## src/uhlp_pkg.sv

```systemverilog
// constants for the host list pointer register bank
package uhlp_pkg;
    localparam int          DATA_W          = 32;
    localparam int          ADDR_W          = 8;
    // register byte offsets
    localparam logic [7:0]  OFS_PERIODIC    = 8'h1C;
    localparam logic [7:0]  OFS_CTRL_HEAD   = 8'h20;
    localparam logic [7:0]  OFS_CTRL_CUR    = 8'h24;
    // pointer field sits in bits 31..4, bits 3..0 are reserved
    localparam int          PTR_LSB         = 4;
    localparam logic [31:0] PTR_MASK        = 32'hFFFFFFF0;
    localparam logic [31:0] PTR_RESET       = 32'h00000000;
    localparam logic [31:0] END_OF_LIST     = 32'h00000000;
    // list flag in command status, list enable in control
    localparam int          FILLED_BIT      = 1;
    localparam int          LIST_ENABLE_BIT = 4;
    localparam logic        FLAG_RESET      = 1'b0;
    localparam logic [31:0] RDATA_RESET     = 32'h00000000;
    localparam logic [31:0] UNMAPPED_RDATA  = 32'h00000000;
endpackage

```

## src/uhlp_ptr_reg.sv

```systemverilog
// one aligned descriptor pointer with a single load port
`timescale 1ns/1ns
`default_nettype none
module uhlp_ptr_reg
    import uhlp_pkg::*;
(
    input  wire logic                        mclk,
    input  wire logic                        resetn,
    input  wire logic                        load,
    input  wire logic [uhlp_pkg::DATA_W-1:0] load_addr,
    output logic      [uhlp_pkg::DATA_W-1:0] addr
);
    logic [DATA_W-1:0] next_addr;

    // low address bits never store, so reads show them as zero
    always_comb
    begin
        next_addr = addr;
        if (load)
        begin
            next_addr = load_addr & PTR_MASK; // RULE17
        end
    end

    // register with synchronous reset to zero
    always_ff @(posedge mclk)
    begin
        if (!resetn)
        begin
            addr <= PTR_RESET;
        end
        else
        begin
            addr <= next_addr;
        end
    end
endmodule
`default_nettype wire

```

## src/uhlp_flag.sv

```systemverilog
// sticky flag where a set in the same cycle beats a clear
`timescale 1ns/1ns
`default_nettype none
module uhlp_flag
    import uhlp_pkg::*;
(
    input  wire logic mclk,
    input  wire logic resetn,
    input  wire logic set,
    input  wire logic clear,
    output logic      flag
);
    logic next_flag;

    // set wins over clear so no fill notice is lost
    always_comb
    begin
        next_flag = flag;
        if (clear)
        begin
            next_flag = 1'b0;
        end
        if (set)
        begin
            next_flag = 1'b1;
        end
    end

    // flag register
    always_ff @(posedge mclk)
    begin
        if (!resetn)
        begin
            flag <= FLAG_RESET;
        end
        else
        begin
            flag <= next_flag;
        end
    end
endmodule
`default_nettype wire

```

## src/uhlp_list_ptrs.sv

```systemverilog
// periodic and control list pointer registers of the host list engine
//
// Operation
// RULE1 - periodic current pointer lives at 1Ch
// RULE2 - periodic pointer bits 31..4 name frame list
// RULE3 - engine updates periodic pointer per descriptor
// RULE4 - reads return live periodic pointer value
// RULE5 - control head pointer lives at 20h
// RULE6 - control traversal starts from head pointer
// RULE7 - head pointer loaded from comm area
// RULE8 - control current pointer lives at 24h
// RULE9 - current pointer advances after serving descriptor
// RULE10 - new frame resumes where control stopped
// RULE11 - end of list tests filled flag
// RULE12 - flag set: copy head, clear flag
// RULE13 - flag clear: change nothing at end
// RULE14 - software writes current only when disabled
// RULE15 - while enabled software only reads current
// RULE16 - current pointer resets to zero
// RULE17 - low four pointer bits read zero
`timescale 1ns/1ns
`default_nettype none
module uhlp_list_ptrs
    import uhlp_pkg::*;
(
    input  wire logic                        MCLK,
    input  wire logic                        RESETN,
    // register access
    input  wire logic [uhlp_pkg::ADDR_W-1:0] REG_ADDR,
    input  wire logic                        REG_READ,
    input  wire logic                        REG_WRITE,
    input  wire logic [uhlp_pkg::DATA_W-1:0] REG_WDATA,
    output logic      [uhlp_pkg::DATA_W-1:0] REG_RDATA,
    output logic                             REG_RVALID,
    // command status write and control register value
    input  wire logic                        CMD_STATUS_WRITE,
    input  wire logic [uhlp_pkg::DATA_W-1:0] CMD_STATUS_WDATA,
    input  wire logic [uhlp_pkg::DATA_W-1:0] CONTROL_REG,
    // initialization from the communication area
    input  wire logic                        COMM_AREA_LOAD,
    input  wire logic [uhlp_pkg::DATA_W-1:0] COMM_AREA_HEAD_ADDR,
    // periodic list engine
    input  wire logic                        PERIODIC_START,
    input  wire logic [uhlp_pkg::DATA_W-1:0] PERIODIC_HEAD,
    input  wire logic                        PERIODIC_DONE,
    input  wire logic [uhlp_pkg::DATA_W-1:0] PERIODIC_NEXT,
    // control list engine
    input  wire logic                        FRAME_START,
    input  wire logic                        CTRL_DONE,
    input  wire logic [uhlp_pkg::DATA_W-1:0] CTRL_NEXT,
    input  wire logic                        CTRL_END,
    // pointer and flag state toward the engine
    output logic      [uhlp_pkg::DATA_W-1:0] PERIODIC_CURRENT_ADDR,
    output logic      [uhlp_pkg::DATA_W-1:0] CONTROL_HEAD_ADDR,
    output logic      [uhlp_pkg::DATA_W-1:0] CONTROL_CURRENT_ADDR,
    output logic                             CONTROL_LIST_FILLED
);
    logic              control_list_enable;
    logic              sw_hit_cur;
    logic              filled_set;
    logic              list_end;
    logic              wrap_to_head;
    logic              periodic_load;
    logic [DATA_W-1:0] periodic_load_addr;
    logic              cur_load;
    logic [DATA_W-1:0] cur_load_addr;
    logic [DATA_W-1:0] next_rdata;
    logic              next_rvalid;

    // decode of one register offset
    function automatic logic hit(input logic [ADDR_W-1:0] a, input logic [7:0] ofs);
        hit = (a == ofs);
    endfunction

    assign control_list_enable = CONTROL_REG[LIST_ENABLE_BIT];
    assign filled_set = CMD_STATUS_WRITE && CMD_STATUS_WDATA[FILLED_BIT];
    // software write to current pointer is taken only while the list is disabled
    assign sw_hit_cur = REG_WRITE && hit(REG_ADDR, OFS_CTRL_CUR) && !control_list_enable; // RULE15

    // end of list: explicit end, or an advance onto the null link
    assign list_end = CTRL_END || (CTRL_DONE && ((CTRL_NEXT & PTR_MASK) == END_OF_LIST)); // RULE11
    assign wrap_to_head = list_end && CONTROL_LIST_FILLED; // RULE12

    // periodic pointer: frame head first, then per-descriptor updates
    always_comb
    begin
        periodic_load = PERIODIC_START || PERIODIC_DONE;
        periodic_load_addr = PERIODIC_HEAD; // RULE2
        if (PERIODIC_DONE)
        begin
            periodic_load_addr = PERIODIC_NEXT; // RULE3
        end
    end

    // control current pointer: engine events take priority over software
    always_comb
    begin
        cur_load = 1'b0; // RULE10
        cur_load_addr = CONTROL_CURRENT_ADDR;
        if (wrap_to_head)
        begin
            cur_load = 1'b1;
            cur_load_addr = CONTROL_HEAD_ADDR; // RULE6
        end
        else if (CTRL_DONE)
        begin
            cur_load = 1'b1;
            cur_load_addr = CTRL_NEXT; // RULE9
        end
        else if (sw_hit_cur)
        begin
            cur_load = 1'b1;
            cur_load_addr = REG_WDATA; // RULE14
        end
        // frame start alone loads nothing, so work resumes in place
    end

    // periodic current pointer register
    uhlp_ptr_reg u_periodic ( // RULE1
        .mclk      (MCLK),
        .resetn    (RESETN),
        .load      (periodic_load),
        .load_addr (periodic_load_addr),
        .addr      (PERIODIC_CURRENT_ADDR)
    );

    // control head pointer, filled at initialization
    uhlp_ptr_reg u_ctrl_head ( // RULE5
        .mclk      (MCLK),
        .resetn    (RESETN),
        .load      (COMM_AREA_LOAD), // RULE7
        .load_addr (COMM_AREA_HEAD_ADDR),
        .addr      (CONTROL_HEAD_ADDR)
    );

    // control current pointer, zero after reset marks an empty list
    uhlp_ptr_reg u_ctrl_cur ( // RULE8
        .mclk      (MCLK),
        .resetn    (RESETN), // RULE16
        .load      (cur_load),
        .load_addr (cur_load_addr),
        .addr      (CONTROL_CURRENT_ADDR)
    );

    // filled flag cleared only by a wrap; with no wrap and no set it holds
    uhlp_flag u_filled (
        .mclk   (MCLK),
        .resetn (RESETN),
        .set    (filled_set),
        .clear  (wrap_to_head), // RULE13
        .flag   (CONTROL_LIST_FILLED)
    );

    // read mux; pointers are read live and unmapped offsets read zero
    always_comb
    begin
        next_rvalid = REG_READ;
        next_rdata = REG_RDATA;
        if (REG_READ)
        begin
            if (hit(REG_ADDR, OFS_PERIODIC))
            begin
                next_rdata = PERIODIC_CURRENT_ADDR; // RULE4
            end
            else if (hit(REG_ADDR, OFS_CTRL_HEAD))
            begin
                next_rdata = CONTROL_HEAD_ADDR;
            end
            else if (hit(REG_ADDR, OFS_CTRL_CUR))
            begin
                next_rdata = CONTROL_CURRENT_ADDR;
            end
            else
            begin
                next_rdata = UNMAPPED_RDATA;
            end
        end
    end

    // read data register
    always_ff @(posedge MCLK)
    begin
        if (!RESETN)
        begin
            REG_RDATA <= RDATA_RESET;
            REG_RVALID <= 1'b0;
        end
        else
        begin
            REG_RDATA <= next_rdata;
            REG_RVALID <= next_rvalid;
        end
    end
endmodule
`default_nettype wire

```

## config.mk

```make
export PLATFORM = sky130hd
export DESIGN_NAME = uhlp_list_ptrs
export DESIGN_NICKNAME = d
export VERILOG_FILES = /design/src/uhlp_pkg.sv /design/src/uhlp_ptr_reg.sv /design/src/uhlp_flag.sv /design/src/uhlp_list_ptrs.sv
export SDC_FILE = /design/constraint.sdc
export NUM_CORES = 1
export LEC_CHECK = 0
export BUFFER_PORTS_ARGS = -buffer_cell sky130_fd_sc_hd__buf_2
export CAP_MARGIN = 20
export CORE_AREA = 2 2 143 145
export CTS_CLUSTER_SIZE = 14
export DETAILED_ROUTE_END_ITERATION = 8
export DIE_AREA = 0 0 145 147
export HOLD_SLACK_MARGIN = 0.08
export PLACE_DENSITY = 0.54
export SYNTH_ARGS = -nofsm -noshare
export SYNTH_HDL_FRONTEND = slang
export SYNTH_SLANG_ARGS = --single-unit
```

## constraint.sdc

```tcl
create_clock -name MCLK -period 3.3 [get_ports MCLK]
set_clock_uncertainty 0.15 [all_clocks]
set_input_delay 0.33 -clock MCLK [delete_from_list [all_inputs] [get_ports MCLK]]
set_output_delay 0.33 -clock MCLK [all_outputs]
set_load 0.02 [all_outputs]
```

# Word-level counts from Yosys, hierarchy flattened
# Cells that the tools add are included.
# word_totals
register_bits	118
latchBits	0
mem_bits_rw	0
romBits	0
out_inout_bits	130
elab_cells	33
memories	0
# classes
addsub	0
multipliers	0
n_div	0
order_cmp	0
eq_ne	3
n_shift	0
n_mux	12
bitwise_logic	0
n_reduce_logical	12
# op_table
operator	n
32-bit 2-to-1 mux	7
32-bit zero test	1
8-bit by 6-bit == test with 1-bit output, second input constant	2
8-bit by 5-bit == test with 1-bit output, second input constant	1
1-bit logical AND	5
1-bit 2-to-1 mux	5
3-bit nonzero test	1
1-bit logical OR	2
2-bit AND reduction	1
2-bit nonzero test	1
1-bit zero test	1

# Logic depth before layout (Yosys ltp)
# logic_depth
ltp_word	7
ltp_mapped	8

# Hierarchy
# Synthesis repeated with hierarchy kept, for this count alone.
# hier_totals
hier_cells	747
hier_area_um2	7250.7
# modules_own_cells
mod	n_inst	cells_each	area_each_um2	seq_area_each_um2
uhlp_list_ptrs	1	462	3883.7	660.6
uhlp_ptr_reg	3	94	1108.6	560.5
uhlp_flag	1	3	41.3	20.0

# Worst setup path before layout
# No wires, ideal clock.
# synth_timing
path_type	input-to-reg
from	input port REG_ADDR[7] in the netlist's numbering
to	register u_ctrl_cur.addr[12] in the netlist's numbering
setup_ns	0.125
arrival_time_ns	2.225
required_ns	3.025
setup_slack_ns	0.800
cell_stages	8
n_path_buf	3
cell_sequence	or4_1 > buf_2 > or4_4 > or2_1 > buf_6 > buf_12 > o221ai_2 > o2bb2ai_1
# synth_via
elab_chain_cells	7
word_cells_on_any_way	8
cone_classes	1 x eq/ne; 3 x mux; 4 x reduce/logical
# synth_rtl
item	line	source
from (decl)	uhlp_list_ptrs.sv:29	input wire logic [uhlp_pkg::ADDR_W-1:0] REG_ADDR,
8-bit by 6-bit == test with 1-bit output (*)	uhlp_list_ptrs.sv:72	hit = (a == ofs);
1-bit logical AND (*) (2 in series)	uhlp_list_ptrs.sv:78	assign sw_hit_cur = REG_WRITE && hit(REG_ADDR, OFS_CTRL_CUR) && !control_list_enable;
1-bit 2-to-1 mux	uhlp_list_ptrs.sv:110	else if (sw_hit_cur)
1-bit 2-to-1 mux	uhlp_list_ptrs.sv:105	else if (CTRL_DONE)
1-bit 2-to-1 mux	uhlp_list_ptrs.sv:100	if (wrap_to_head)
2-bit AND reduction (no line) (*)	--	
to (signal assigned)	uhlp_ptr_reg.sv:34	addr <= next_addr;
to (decl)	uhlp_ptr_reg.sv:11	output logic [uhlp_pkg::DATA_W-1:0] addr
# Every way passes the cells marked *; elsewhere a longest branch is shown, timed or not.
# A chain may end at the register's enable or synchronous reset.

# Final worst setup path
# layout_timing
from	input port REG_ADDR[7] in the netlist's numbering
to	register u_ctrl_cur.addr[13] in the netlist's numbering
# Same word-level chain as after synthesis.

==> results.tsv <==
stage	metric	value	unit
outcome	status	finished clean	
timing	max_slew headroom	0.2924	
cells_and_area	layout cell share with drive strength beyond 1	0.3930	
detailed_routing	Iter 0 DRT Violations	348	
clock_tree	CTS tree	yes	
global_routing	vias in the first global route	5557	
global_routing	gr ovfl total	0	
timing	period utilisation layout	0.7373	
critical_path	worst-path fanout max	27	
timing	hold violation count in the final report	0	
detailed_routing	Routed Antenna Nets	0	
detailed_routing	Vias/cell	4.775	
power	leakage	3.680	nW
place	PortBufs	273	
place	RD Place Congestion	0.7333	
hold_path	Hold Crit Class	in -> reg	
logic_synthesis	main combinational cell family by area after synthesis	compound AO/OA/AOI/OAI gates	
logic_synthesis	Synth top area share	0.4326	
critical_path	Worst setup SP type	input port	
cells_and_area	Area Growth Syn to Fin	53.20	%
logic_synthesis	post-synthesis xor/xnor area fraction	0	
critical_path	worst path bufs/invs	1	
timing	final worst setup slack	0.8669	ns
logic_synthesis	Synth cell types	36	
cells_and_area	commonest cells after routing, fill and taps aside	buf_2, dfxtp_1, nor2_1	
critical_path	worst-case reg-to-reg path depth	6	
logic_synthesis	warning count from the yosys run	0	
critical_path	cell count along the critical path	6	
die	Die Width	145	um
clock_tree	CTS clock-pin slew for the worst setup and hold paths	0.05	ns
die	die area	21320	um^2
global_routing	met2 GRT Util	0.3281	
detailed_routing	mean routed wirelength per cell	18.18	um
global_routing	first-pass GRT wire length	32130	um
detailed_routing	Initial DRT Pass Iterations	5	
logic_synthesis	Adder-Cell Fraction of Synth Area	0	
critical_path	WP data required	3.44	ns
global_routing	antenna violations before repair	4	
timing	fin. max-slew vios	0	
clock_tree	Post-CTS Setup Inserts	0	
global_routing	met3 Resource Use GR	0.05994	
cells_and_area	Util after Layout	0.4073	
flow_run	MaxCap Viol Count	0	
die	Core ar.	19840	um^2
power	VDD IR-drop max	0.0003367	V
clock_tree	CTS sink cnt	114	
cells_and_area	commonest non-fill, non-tap cell in the layout	buf_2	
global_routing	gr usage total	0.1959	
detailed_routing	vias post-DR	5515	
global_routing	largest net degree at the start of global routing	58	
timing	min Tclk post-route	2.433	ns
logic_synthesis	Simple-Gate Fraction of Synth Area	0.1497	
global_routing	met1 usage	0.2417	
detailed_routing	# DRC	0	
critical_path	CP Class	in -> reg	
clock_tree	Num CTS Buffers	17	
global_routing	Top Usage Layer GRT	met2	
critical_path	Crit. End Element	register	
critical_path	Worst path slowest cell	or2_2	
cells_and_area	FILL cells	2011	
timing	Final setup violation count	0	
logic_synthesis	synth top area cells	dfxtp_1, mux2i_1, nor2_1, o221ai_2, a222oi_1	
die	num rows	52	
clock_tree	H-tree depth	4	
critical_path	crit-path max cell delay	0.64	ns
timing	Max Fclk	0.4110	GHz
clock_tree	worst-case clock buffer depth	2	
place	HPWL Detailed	14850	um
place	pre-CTS WS	0.4182	ns
cells_and_area	Nets	1113	
timing	unrepaired setup endpoints after global routing	no	
logic_synthesis	syn_area_per_cell	9.626	um^2
power	PwrDens	493.5	nW/um^2
timing	Setup Total Neg Slack	0	ns
detailed_routing	final wirelength	21000	um
critical_path	Largest delay share family, worst path	simple AND/OR/NAND/NOR gates	
logic_synthesis	mapped cell area	5275	um^2
logic_synthesis	mux cell area share after synthesis	0.1084	
clock_tree	clock root buffer	clkbuf_16	
critical_path	crit-path cells	buf_2, or4_1, or4_4, or2_2, o221ai_2, o2bb2ai_1	
die	I/O pin count	373	
logic_synthesis	Synth Instances	548	
logic_synthesis	post-synthesis compound-gate area fraction	0.2393	
logic_synthesis	Seq/Total Area, Yosys	0.4326	
hold_path	Hold Path Depth	3	
logic_synthesis	flops & latches, synth	114	
timing	Worst-Margin Slew	1.061	ns
die	starting density of the core	0.2658	
logic_synthesis	area leader, netlist	dfxtp_1	
critical_path	Worst EP arrival	2.57	ns
timing	worst hold slack	0.09677	ns
die	Die Ht	147	um
clock_tree	Worst-Skew Late Latency	0.40	ns
-- timing repair --
item,4_1_cts,5_1_grt
hold buffers,66,0
gates resized for setup,0,0
endpoints found under the hold margin,65,0
-- worst min-delay path, delay by kind of cell --
kind                   cells  cell delay, ns
AOI/OAI and AO/OA          2            0.20
buffers and inverters      1            0.08
-- where the power goes --
part           leakage [nW]  internal [mW]  switching (mW)
sequential            0.943           1.47          0.0789
clock                 0.272           1.12           0.646
combinational          2.46          0.300           0.375
-- final timing paths --
check                 from                   to  slack, ns
max            REG_ADDR[7]  u_ctrl_cur.addr[13]       0.87
min          REG_WDATA[23]  u_ctrl_cur.addr[23]        0.1
max reg2reg  u_filled.flag  u_ctrl_cur.addr[26]       1.34
min reg2reg  REG_RDATA[18]        REG_RDATA[18]       0.33
-- kinds of logic (layout without fill, tap and decap cells) --
kind of cell	count (synthesis)	in the layout
flops	114	114
other cells	1	18
mux	57	57
buf+inv	67	387
simple gates	166	166
compound gates	143	143
-- area by class of cell --
| type | count | area [um^2] | area share |
|---|---|---|---|
| inverter | 2 | 8.758 | 0.001084 |
| sequential | 114 | 2282 | 0.2824 |
| tap | 270 | 337.8 | 0.04180 |
| antenna | 2 | 5.005 | 0.0006193 |
| timing repair buffer | 353 | 2182 | 0.2700 |
| clock inverter | 11 | 112.6 | 0.01393 |
| clock buffer | 21 | 450.4 | 0.05574 |
| multi-input combinational | 382 | 2703 | 0.3344 |
-- stage by stage --
stage | std cells | instance area [um^2] | power (mW)
2_1_floorplan | 563 | 5331 | 1.924
3_3_place_gp | 1054 | 6833 | 2.187
3_5_place_dp | 1054 | 6833 | 2.193
4_1_cts | 1152 | 8056 | 4.040
5_1_grt | 1153 | 8077 | 4.172
6_report | 1155 | 8082 | 3.988
-- flip-flops by register name, indices dropped and copies added (netlist names) --
name              count
REG_RDATA            28
REG_RVALID            1
u_ctrl_cur.addr      28
u_ctrl_head.addr     28
u_filled.flag         1
u_periodic.addr      28
-- synth_stat cells (all sizes together) --
cell type	count
a211oi	28
o211ai	1
nand3	1
inv	2
nor4	6
nand2	1
a22oi	1
and2	2
buf	30
or2	1
o21ai	1
dfxtp	114
a21oi	29
mux2	1
nand3b	1
nand2b	31
or4	5
nor2	113
or3b	1
o221ai	27
a222oi	28
a22o	1
and4	1
conb	1
mux2i	56
o2bb2ai	27
nor3	3
clkbuf	35
-- metal layers --
| metal | wire [um] | up-vias |
|---|---|---|
| met2 | 10010 | 225 |
| li1 | - | 2694 |
| met5 | 11 | - |
| met3 | 1543 | 23 |
| met1 | 9126 | 2571 |
| met4 | 306 | 2 |
No activity file was read; power rests on OpenSTA's default activity.
